$ cat config.mk
export PLATFORM = sky130hd
export DESIGN_NAME = asp_core
export DESIGN_NICKNAME = d
export VERILOG_FILES = /design/src/hw/asp_pkg.sv /design/src/hw/asp_tick.sv /design/src/hw/asp_core.sv
export SDC_FILE = /design/constraint.sdc
export NUM_CORES = 1
export LEC_CHECK = 0
export BUFFER_PORTS_ARGS = -buffer_cell sky130_fd_sc_hd__buf_2
export CAP_MARGIN = 5
export CORE_UTILIZATION = 57
export DETAILED_ROUTE_END_ITERATION = 6
export PLACE_DENSITY = 0.78
export SYNTH_ARGS = -nofsm -noshare
export SYNTH_HDL_FRONTEND = slang
export SYNTH_SLANG_ARGS = --single-unit
$ cat constraint.sdc
create_clock -name hclk -period 2.92 [get_ports hclk]
set_clock_uncertainty 0.05 [all_clocks]
set_input_delay 0.876 -clock hclk [delete_from_list [all_inputs] [get_ports hclk]]
set_output_delay 0.876 -clock hclk [all_outputs]
set_load 0.05 [all_outputs]
$ cat src/hw/asp_pkg.sv
// Package for the async serial port engine (10-bit and 11-bit frame modes)
// Assumes an AHB-Lite master with single word transfers and one 10 MHz clock
package asp_pkg;

    // Register byte offsets
    localparam logic [7:0] CTRL_OFF    = 8'h00;
    localparam logic [7:0] BUF_OFF     = 8'h04;
    localparam logic [7:0] BAUD_OFF    = 8'h08;
    localparam logic [7:0] STAT_OFF    = 8'h0c;

    // Control register field positions
    localparam int unsigned RX_DONE_POS   = 0;
    localparam int unsigned TX_DONE_POS   = 1;
    localparam int unsigned RX_NINTH_POS  = 2;
    localparam int unsigned TX_NINTH_POS  = 3;
    localparam int unsigned RX_EN_POS     = 4;
    localparam int unsigned FILTER_POS    = 5;
    localparam int unsigned MODE_LO_POS   = 6;
    localparam int unsigned MODE_HI_POS   = 7;
    localparam int unsigned BAUD_DBL_POS  = 8;
    localparam int unsigned TX_SRC_POS    = 9;
    localparam int unsigned RX_SRC_POS    = 10;

    // Reset values
    localparam logic [10:0] CTRL_RST      = 11'h000;
    localparam logic [15:0] DIV_RST       = 16'h0001;
    localparam logic [8:0]  RX_SHIFT_INIT = 9'h1ff;

    // Oversampling and sample window
    localparam logic [3:0]  SAMPLE_A      = 4'h7;
    localparam logic [3:0]  SAMPLE_C      = 4'h9;
    // Oscillator divide for the fixed-rate mode's 16x tick: 32/16 = 2, 64/16 = 4
    localparam logic [1:0]  FIXED_DIV_FAST = 2'h1;
    localparam logic [1:0]  FIXED_DIV_SLOW = 2'h3;

    typedef enum logic [1:0] {
        ASP_MODE_SHIFT = 2'b00,
        ASP_MODE_10V   = 2'b01,
        ASP_MODE_11F   = 2'b10,
        ASP_MODE_11V   = 2'b11
    } asp_mode_e;

    typedef struct packed {
        logic       baud_double;
        logic       tx_clock_source_select;
        logic       rx_clock_source_select;
        logic [1:0] mode;
        logic       multiproc_filter_enable;
        logic       rx_enable;
        logic       tx_ninth_bit;
    } asp_cfg_s;

endpackage : asp_pkg

$ cat src/hw/asp_tick.sv
// Divider producing a one-cycle 16x baud tick from a reload count
// Assumes the reload value is static while the port is in use
`timescale 1ns/10ps
`default_nettype none
module asp_tick #(
    parameter int unsigned W = 16
) (
    input  wire logic         hclk,    // System clock
    input  wire logic         hresetn, // Async reset, active low
    input  wire logic [W-1:0] reload,  // Cycles per tick minus one
    output logic              tick     // One-cycle tick
);
    typedef struct packed {
        logic [W-1:0] cnt;
        logic         tick;
    } asp_tick_s;

    asp_tick_s q, d;

    always_comb begin
        d = q;
        d.tick = 1'b0;
        if (q.cnt == '0) begin
            d.cnt  = reload;
            d.tick = 1'b1;
        end else begin
            d.cnt = q.cnt - 1'b1;
        end
    end

    always_ff @(posedge hclk or negedge hresetn) begin
        if (!hresetn) begin
            q <= '0;
        end else begin
            q <= d;
        end
    end

    assign tick = q.tick;
endmodule : asp_tick
`default_nettype wire

$ cat src/hw/asp_core.sv
// Async serial port engine: 10-bit and 11-bit frame modes with AHB-Lite registers
// Assumes one 10 MHz clock and an external receive pin that is asynchronous
//
// Summary of operation
// - 10-bit mode: buffer write loads ninth position, frame starts at next rollover
// - Start bit first, shifter output one bit later, first shift one bit after
// - 10-bit mode: shift out LSB first, zero fill, final shift at marker pattern
// - Receiver starts on falling edge, watching the synchronised input every clock cycle
// - On edge preload shift register with ones and reset receive counter
// - Sample states seven, eight, nine per bit and take majority
// - Start bit not zero: abandon and resume edge search
// - 10-bit mode: commit when flag clear and filter off or stop bit one
// - 10-bit commit stores stop bit, data and sets flag; else discard
// - 11-bit frame: start, eight data LSB first, ninth bit, stop
// - 11-bit modes: transmit ninth from control bit, receive into ninth flag
// - Fixed-rate 11-bit mode runs at oscillator over 32 or 64
// - Variable 11-bit mode uses per-direction selected timer source
// - 11-bit modes: frame starts after next rollover with start bit
// - 11-bit modes: stop one shifted in, final shift sets transmit flag
// - 11-bit commit when flag clear and filter off or ninth bit one
// - 11-bit receive ignores stop bit, resumes search one bit later
// - Mode bits: 00 shift, 01 10-bit, 10 11-bit fixed, 11 11-bit variable
// - Reception starts only while receive enable is one
// - Transmit flag set as stop bit starts; only software clears it
// - Baud doubling zero after reset selects oscillator over 64
//
// The register addresses and the AHB-Lite interface to the registers were decided locally.
`timescale 1ns/10ps
`default_nettype none
module asp_core #(
    parameter int unsigned DIV_W = 16
) (
    input  wire logic        hclk,      // System clock
    input  wire logic        hresetn,   // Async reset, active low
    input  wire logic        hsel,      // Slave select
    input  wire logic [31:0] haddr,     // Address
    input  wire logic [1:0]  htrans,    // Transfer type
    input  wire logic        hwrite,    // Write
    input  wire logic [2:0]  hsize,     // Size
    input  wire logic        hready,    // Bus ready in
    input  wire logic [31:0] hwdata,    // Write data
    output logic [31:0]      hrdata,    // Read data
    output logic             hreadyout, // Slave ready
    output logic             hresp,     // Response, always OKAY
    input  wire logic        rxd_pin,   // Serial input
    output logic             txd_pin    // Serial output
);
    ////////////////////////////////////////////////////////////////////////////
    typedef enum logic [1:0] {TX_IDLE, TX_WAIT, TX_START, TX_DATA} asp_tx_e;
    typedef enum logic [1:0] {RX_HUNT, RX_BITS, RX_TAIL} asp_rx_e;

    typedef struct packed {
        asp_pkg::asp_cfg_s cfg;
        logic              tx_done_flag;
        logic              rx_done_flag;
        logic              rx_ninth_bit;
        logic [7:0]        serial_buffer;
        logic [DIV_W-1:0]  div_t1;
        logic [DIV_W-1:0]  div_t2;
        logic              ap_valid;
        logic              ap_write;
        logic [7:0]        ap_addr;
        logic [31:0]       rdata;
        asp_tx_e           tx_st;
        logic [8:0]        tx_sh;
        logic [3:0]        tx_cnt;
        logic              tx_req;
        logic              tx_first;
        logic              txd;
        asp_rx_e           rx_st;
        logic [8:0]        rx_sh;
        logic [3:0]        rx_cnt;
        logic [2:0]        smp;
        logic              rx_s1;
        logic              rx_s2;
        logic              rx_prev;
        logic [1:0]        fix_cnt;
    } asp_core_s;

    asp_core_s q, d;
    logic      tick_t1;
    logic      tick_t2;

    // Two timer stand-ins, each a reloadable 16x tick source
    asp_tick #(.W(DIV_W)) u_t1 (
        .hclk    (hclk),
        .hresetn (hresetn),
        .reload  (q.div_t1),
        .tick    (tick_t1)
    );
    asp_tick #(.W(DIV_W)) u_t2 (
        .hclk    (hclk),
        .hresetn (hresetn),
        .reload  (q.div_t2),
        .tick    (tick_t2)
    );

    ////////////////////////////////////////////////////////////////////////////
    logic       fix_tick;
    logic       tx_tick;
    logic       rx_tick;
    logic       mode_on;
    logic       eleven;
    logic       wr_buf;
    logic [1:0] fix_lim;
    logic       vote;
    logic       rx_bit;
    logic       commit;
    logic [7:0] rx_rev;

    always_comb begin
        fix_lim = q.cfg.baud_double ? asp_pkg::FIXED_DIV_FAST
                                    : asp_pkg::FIXED_DIV_SLOW;
        fix_tick = (q.fix_cnt == fix_lim);
        mode_on  = (q.cfg.mode != asp_pkg::ASP_MODE_SHIFT);
        eleven   = q.cfg.mode[1];
        if (q.cfg.mode == asp_pkg::ASP_MODE_11F) begin
            tx_tick = fix_tick;
            rx_tick = fix_tick;
        end else begin
            tx_tick = q.cfg.tx_clock_source_select ? tick_t2 : tick_t1;
            rx_tick = q.cfg.rx_clock_source_select ? tick_t2 : tick_t1;
        end
        vote   = (q.smp[0] & q.smp[1]) | (q.smp[0] & q.smp[2]) | (q.smp[1] & q.smp[2]);
        rx_bit = vote;
        wr_buf = q.ap_valid && q.ap_write && (q.ap_addr == asp_pkg::BUF_OFF);
        commit = !q.rx_done_flag && (!q.cfg.multiproc_filter_enable || rx_bit);
    end

    // Receive shifter holds the first data bit leftmost; the buffer wants it in bit 0
    for (genvar gi = 0; gi < 8; gi++) begin : g_rx_rev
        assign rx_rev[gi] = q.rx_sh[7-gi];
    end

    ////////////////////////////////////////////////////////////////////////////
    always_comb begin
        d = q;
        d.fix_cnt = fix_tick ? 2'h0 : q.fix_cnt + 2'h1;
        d.rx_s1   = rxd_pin;
        d.rx_s2   = q.rx_s1;
        d.rx_prev = q.rx_s2;

        // Bus: capture address phase, act on data phase
        d.ap_valid = hsel && hready && htrans[1];
        if (hsel && hready && htrans[1]) begin
            d.ap_write = hwrite;
            d.ap_addr  = {haddr[7:2], 2'b00};
        end
        if (q.ap_valid && q.ap_write) begin
            if (q.ap_addr == asp_pkg::CTRL_OFF) begin
                d.rx_done_flag = hwdata[asp_pkg::RX_DONE_POS];
                d.tx_done_flag = hwdata[asp_pkg::TX_DONE_POS];
                d.rx_ninth_bit = hwdata[asp_pkg::RX_NINTH_POS];
                d.cfg.tx_ninth_bit            = hwdata[asp_pkg::TX_NINTH_POS];
                d.cfg.rx_enable               = hwdata[asp_pkg::RX_EN_POS];
                d.cfg.multiproc_filter_enable = hwdata[asp_pkg::FILTER_POS];
                d.cfg.mode = {hwdata[asp_pkg::MODE_HI_POS], hwdata[asp_pkg::MODE_LO_POS]};
                d.cfg.baud_double            = hwdata[asp_pkg::BAUD_DBL_POS];
                d.cfg.tx_clock_source_select = hwdata[asp_pkg::TX_SRC_POS];
                d.cfg.rx_clock_source_select = hwdata[asp_pkg::RX_SRC_POS];
            end else if (q.ap_addr == asp_pkg::BAUD_OFF) begin
                d.div_t1 = hwdata[DIV_W-1:0];
                d.div_t2 = hwdata[16+DIV_W-1:16];
            end
        end
        if (d.ap_valid && !hwrite) begin
            if (haddr[7:0] == asp_pkg::CTRL_OFF) begin
                d.rdata = {21'h0, q.cfg.rx_clock_source_select, q.cfg.tx_clock_source_select,
                           q.cfg.baud_double, q.cfg.mode,
                           q.cfg.multiproc_filter_enable, q.cfg.rx_enable,
                           q.cfg.tx_ninth_bit, q.rx_ninth_bit, q.tx_done_flag,
                           q.rx_done_flag};
            end else if (haddr[7:0] == asp_pkg::BUF_OFF) begin
                d.rdata = {24'h0, q.serial_buffer};
            end else if (haddr[7:0] == asp_pkg::BAUD_OFF) begin
                d.rdata = {q.div_t2, q.div_t1};
            end else if (haddr[7:0] == asp_pkg::STAT_OFF) begin
                d.rdata = {26'h0, q.rx_st, q.tx_st, q.txd, q.rx_s2};
            end else begin
                d.rdata = 32'h0;
            end
        end

        // Transmitter
        if (wr_buf && mode_on) begin
            d.tx_sh  = {eleven ? q.cfg.tx_ninth_bit : 1'b1, hwdata[7:0]};
            d.tx_req = 1'b1;
        end
        if (tx_tick) begin
            d.tx_cnt = q.tx_cnt + 4'h1;
        end
        case (q.tx_st)
            TX_IDLE: begin
                d.txd = 1'b1;
                if (q.tx_req) begin
                    d.tx_st = TX_WAIT;
                end
            end
            TX_WAIT: begin
                if (tx_tick && q.tx_cnt == 4'hf) begin
                    d.tx_st  = TX_START;
                    d.txd    = 1'b0;
                    d.tx_req = 1'b0;
                end
            end
            TX_START: begin
                if (tx_tick && q.tx_cnt == 4'hf) begin
                    d.tx_st    = TX_DATA;
                    d.tx_first = 1'b1;
                    d.txd      = q.tx_sh[0];
                end
            end
            default: begin
                if (tx_tick && q.tx_cnt == 4'hf) begin
                    d.tx_first = 1'b0;
                    // Before its first shift an 11-bit word may mimic the end pattern
                    if (!(eleven && q.tx_first) && q.tx_sh[8:1] == 8'h01) begin
                        d.tx_sh        = 9'h0;
                        d.txd          = 1'b1;
                        d.tx_st        = TX_IDLE;
                        d.tx_done_flag = 1'b1;
                    end else begin
                        // Stop bit one enters on the first shift only in 11-bit modes
                        d.tx_sh = {eleven && q.tx_first, q.tx_sh[8:1]};
                        d.txd   = q.tx_sh[1];
                    end
                end
            end
        endcase

        // Receiver
        if (rx_tick) begin
            d.rx_cnt = q.rx_cnt + 4'h1;
            if (q.rx_cnt >= asp_pkg::SAMPLE_A && q.rx_cnt <= asp_pkg::SAMPLE_C) begin
                d.smp = {q.smp[1:0], q.rx_s2};
            end
        end
        case (q.rx_st)
            RX_HUNT: begin
                if (mode_on && q.cfg.rx_enable && q.rx_prev && !q.rx_s2) begin
                    d.rx_sh  = asp_pkg::RX_SHIFT_INIT;
                    d.rx_cnt = 4'h0;
                    d.rx_st  = RX_BITS;
                end
            end
            RX_BITS: begin
                if (rx_tick && q.rx_cnt == 4'hf) begin
                    if (q.rx_sh == asp_pkg::RX_SHIFT_INIT && rx_bit) begin
                        d.rx_st = RX_HUNT;
                    end else if (!q.rx_sh[8]) begin
                        d.rx_sh = {q.rx_sh[7:0], rx_bit};
                        d.rx_st = RX_TAIL;
                        // Final shift: in 10-bit mode the incoming bit is the stop bit
                        if (commit) begin
                            d.rx_ninth_bit  = rx_bit;
                            d.serial_buffer = rx_rev;
                            d.rx_done_flag  = 1'b1;
                        end
                        if (!eleven) begin
                            d.rx_st = RX_HUNT;
                        end
                    end else begin
                        d.rx_sh = {q.rx_sh[7:0], rx_bit};
                    end
                end
            end
            default: begin
                if (rx_tick && q.rx_cnt == 4'hf) begin
                    d.rx_st = RX_HUNT;
                end
            end
        endcase
    end

    always_ff @(posedge hclk or negedge hresetn) begin
        if (!hresetn) begin
            q         <= '0;
            q.cfg     <= asp_pkg::asp_cfg_s'(asp_pkg::CTRL_RST[7:0]);
            q.div_t1  <= asp_pkg::DIV_RST[DIV_W-1:0];
            q.div_t2  <= asp_pkg::DIV_RST[DIV_W-1:0];
            q.tx_st   <= TX_IDLE;
            q.rx_st   <= RX_HUNT;
            q.txd     <= 1'b1;
            q.rx_s1   <= 1'b1;
            q.rx_s2   <= 1'b1;
            q.rx_prev <= 1'b1;
        end else begin
            q <= d;
        end
    end

    assign hrdata    = q.rdata;
    assign hreadyout = 1'b1;
    assign hresp     = 1'b0;
    assign txd_pin   = q.txd;
endmodule : asp_core
`default_nettype wire

Word level (Yosys, flattened, before mapping)
Index checks and enable logic that the tools add are counted.
{ "word_totals": {"inputBits": 75, "ff_bits": 166, "out_inout_bits": 35, "elab_cells": 171} }
{ "op_classes": {"eq_ne": 21, "bitwise_logic": 9, "addsub": 5, "reduce_logical": 44, "n_mux": 55, "magnitude_cmp": 2} }
{ "op_table": {"columns": ["op", "n"], "rows": [
  ["$mux 32", 3],
  ["$mux 10", 5],
  ["$mux 9", 4],
  ["$logic_not 16->1", 2],
  ["$mux 16", 2],
  ["$sub 16x1->16 const B", 2],
  ["$mux 2", 12],
  ["$mux 11", 2],
  ["$pmux 9 s2", 1],
  ["$eq 8x4->1 const B", 2],
  ["$logic_and 1x1->1", 16],
  ["$logic_not 8->1", 2],
  ["$mux 1", 15],
  ["$mux 15", 1],
  ["$ne 2x2->1 const B", 6],
  ["$reduce_and 5->1", 2],
  ["$eq 9x9->1 const B", 1],
  ["$mux 3", 3],
  ["$add 4x1->4 const B", 2],
  ["$eq 4x4->1 const B", 2],
  ["$eq 8x1->1 const B", 1],
  ["$eq 8x3->1 const B", 1],
  ["$reduce_and 4->1", 2],
  ["$reduce_bool 2->1", 4],
  ["27 further kinds", 43]
]} }

Depth between registers and ports, before layout
{ "logic_depth": {"word_depth": 10, "mapped_depth": 8, "depth_no_buf": 7} }

Modules after synthesis
From an unflattened synthesis, not the netlist that was laid out.
{ "hier_totals": {"hier_cells": 676, "area_unflattened_um2": 7851.3} }
{ "by_module_without_submodules": {"columns": ["module", "seq_area_each_um2", "area_per_inst_um2", "instances", "cells_per_inst"], "rows": [
  ["asp_core", 3310.7, 5929.4, 1, 470],
  ["asp_tick", 425.4, 960.9, 2, 103]
]} }

Worst setup path after synthesis
OpenSTA, ideal clock, no wires.
{ "synth_timing": {"path_kind": "input-to-reg", "from": "in haddr[5]", "to": "reg q, in the netlist hrdata[11]", "path_buffers": 2, "t_required_ns": 2.805, "cell_stages": 6, "arrival_ns": 2.485, "setup_ns": 0.065, "setup_slack_ns": 0.319, "path_cell_list": "or4_1 or4b_1 buf_4 nor3_4 buf_6 a22o_1"} }
{ "synth_via": {"elab_chain_len": 4, "word_cells_on_any_way": 6, "cone_classes": "eq/ne: 2; mux: 3; reduce/logical: 1"} }
{ "synth_lines": {"columns": ["element", "line", "source"], "rows": [
  ["from (decl)", "asp_core.sv:36", "input wire logic [31:0] haddr,"],
  ["$eq 8x4->1", "asp_core.sv:175", "end else if (haddr[7:0] == asp_pkg::BAUD_OFF) begin"],
  ["$mux 32", "asp_core.sv:175", null],
  ["$mux 32", "asp_core.sv:173", "end else if (haddr[7:0] == asp_pkg::BUF_OFF) begin"],
  ["$mux 32 *", "asp_core.sv:167", "if (haddr[7:0] == asp_pkg::CTRL_OFF) begin"],
  ["to (decl)", "asp_core.sv:80", "asp_core_s q, d;"]
]} }
Mark *: on every way between the ends. The rest lies on a longest branch, timed or not.
A chain may end at the register's enable or synchronous reset.

Worst setup path after layout
{ "layout_timing": {"from": "reg q, in the netlist eleven", "to": "reg q[120] (netlist bit)"} }
{ "layout_via": {"elab_chain_len": 4} }
{ "layout_lines": {"columns": ["element", "line", "source"], "rows": [
  ["$eq 2x2->1", "asp_core.sv:117", "if (q.cfg.mode == asp_pkg::ASP_MODE_11F) begin"],
  ["$mux 1", "asp_core.sv:117", null],
  ["$logic_and 1x1->1", "asp_core.sv:247", "if (rx_tick && q.rx_cnt == 4'hf) begin"],
  ["$reduce_and 5->1 (no line)", null, null]
]} }
No other way between the ends.

==> results.cfg <==
[grt]
track_usage = 0.256
grt_antenna_before_repair = 0
gr-total-overflow = 0
grt_first_pass_wirelength_mm = 27.6
grt_max_degree = 51
grt_pass1_vias = 5541

[critical_path]
crit_required_ns = 3.18
slowest_delay_ns = 0.55
worst_r2r_endpoint = q[120]
crit_path_end_kind = flop
r2r_slack_ns = 0.43
r2r-start = eleven
arrival_ns = 2.75
cpMaxStageDelayCell = a211oi_4
worst-setup-path-type = flop to flop
critPathMaxFanout = 10
worstPathCellList = nand3b_1 -> o22ai_2 -> nand4_4 -> a211oi_4 -> mux2_2
reg2reg_depth = 5
start_kind = flop

[routing]
drt-pass1-iter-count = 5
wl_per_cell_um = 17.7
ant_nets = 0
drt_iter0_drc = 463
dr_total_vias = 5335
drc = 0
drt-total-wl_mm = 16.3
viasPerCell = 5.81

[cells_and_area]
nNetsFinal = 817
final_common_cell = dfrtp_1
final_layout_size_suffix_gt1_frac = 0.280
fin_cells = 919
final_cell_mix = dfrtp_1, buf_2, mux2_2
syn2layout_area_growth_pct = 12.9
n_antenna_cell = 0
fin_area_um2 = 8720

[cts]
cts_tree = yes
clkSlewWorstSetupHoldPaths_ns = 0.06
clockRootBuffer = clkbuf_16
insertion_delay_ns = 0.43
clk_path_buf_depth = 2
clock-sinks = 166
post_cts_buffers = 0
cts_resized = 0
cts-buffers-inserted = 17
cts_hold_buffers = 0
ctsHtreeMaxLevel = 4

[place]
dp.cells = 887
dpl.hpwl_mm = 11.4
io_buffers = 79
post-place-ws_ns = 0.0542
routabilityCongestion = 0.863
dpl_cell_area_um2 = 8150

[synth]
ys_seq_elements = 166
synth_nets = 758
ys_types = 52
ys_warn_count = 0
async_reset_ff_frac = 1.00
yosysTopAreaCellShare = 0.519
ys.flop_type = dfrtp_1
avgSynthCellArea_um2 = 11.5
synthesis.area_um2 = 7720
synth_adder_area_share = 0.0194
synthXorXnorAreaFrac = 0.0340
synth_top_family_by_area = multiplexers
synthTopCellsByArea = dfrtp_1, mux2_2, mux2i_1
muxShareOfSynthArea = 0.133
synth_area_leader_cell = dfrtp_1
seq_area_frac_synth = 0.539
synth-compound-area-share = 0.107
synth_edf_count = 0
synth-simple-area-share = 0.108
netlist_instances = 671

[timing]
rsz0062_at_grt = false
fin_crit_sh = 0.853
worst_slew_pin_slew_ns = 0.737
maxSlewHeadroom = 0.504
finalSetupViolCount = 0
fin_tns_setup_ns = 0
slew_viol_final = 0
setup_slack_ns = 0.429
holdWs_ns = 0.311
final_hold_viol_count = 0
fin_crit_ns = 2.49
fmax_ghz = 0.401

[min_path]
min_from = d[3]
hp-class = flop to flop
hold_end = d[2]
min_path_cells = 0

[die]
start_util = 0.583
die-width_um = 118
die_h_um = 118
coreArea_um2 = 13200
rows = 42
die_area_um2 = 14000
io_pins = 110

[power]
pwr_density_cell_nw_per_um2 = 735
p_leak_uw = 0.00414
peakVddDrop_uv = 460

[run_status]
status = finished, final reports clean

[run]
maxCapViolCount = 0
[power breakdown]
part / internal [uW] / switching [uW] / leakage, uW
Combinational: 553 / 600 / 0.00173
Sequential: 2710 / 413 / 0.00214
Clock: 1230 / 899 / 0.000266
[state kept, by name, summed over array words and instances, names as in the netlist]
signal	count
u_t1.tick	1
u_t1.q	16
q	96
u_t2.q	16
hrdata	32
d	2
u_t2.tick	1
txd_pin	1
eleven	1
[routing by layer]
layer  vias to the layer above  wire [um]  global-route usage
li1                       2462          -                   -
met1                      2667       7070               0.333
met2                       163       7860               0.408
met3                        43        912              0.0661
met4                         0        442               0.109
met5                         -          0                   0
[cell usage after synthesis (11+ instances only)]
library cell	instances
nand3_1	11
dfrtp_1	160
buf_4	35
nor2_1	44
xnor2_1	14
a22oi_1	14
nand2_1	49
a22o_1	22
clkbuf_1	15
nor3_1	12
a21oi_1	32
o21ai_0	29
inv_1	20
mux2i_1	32
mux2_2	63
xor2_1	16
ha_1	12
[logic make-up (layout without fill, tap and decap cells)]
logic type,count (synthesis),after routing
xor+xnor,30,30
buf+inv,79,151
other cells,2,2
fa+ha+maj,12,12
compound gates,123,123
simple gates,164,164
flops,166,166
mux,95,95
[cell type report]
type / count / area [um^2]
clock inverters: 12 / 104
clock buffers: 20 / 467
fillers: 1033 / 4520
flip-flops and latches: 166 / 4160
repair buffers: 99 / 577
multi-input cells: 426 / 3120
inverters: 20 / 75.1
well taps: 176 / 220
[how the worst max path moves through the flow]
stage / slack [ns] / end / cells after the start / startpoint
after floorplan: 0.32 / hrdata[11] / 6 / haddr[5]
after global placement: 0.07 / hrdata[25] / 6 / haddr[5]
after CTS: 0.42 / q[120] / 5 / eleven
after global routing: 0.25 / q[120] / 5 / eleven
final: 0.43 / q[120] / 5 / eleven
after detailed placement: 0.05 / hrdata[21] / 6 / haddr[5]
[through the flow]
stage	power (uW)	util
6_report	6410	0.659
5_1_grt	6750	0.659
4_1_cts	6440	0.659
3_5_place_dp	4290	0.615
3_3_place_gp	4170	0.615
2_1_floorplan	3900	-
[critical path, delay by kind of cell (launching register included)]
kind / cells / cell delay, ns
muxes: 1 / 0.40
and+or+nand+nor: 2 / 0.37
DFF: 1 / 0.54
AOI/OAI and AO/OA: 2 / 1.00
Power figures use the tool's default switching activity.
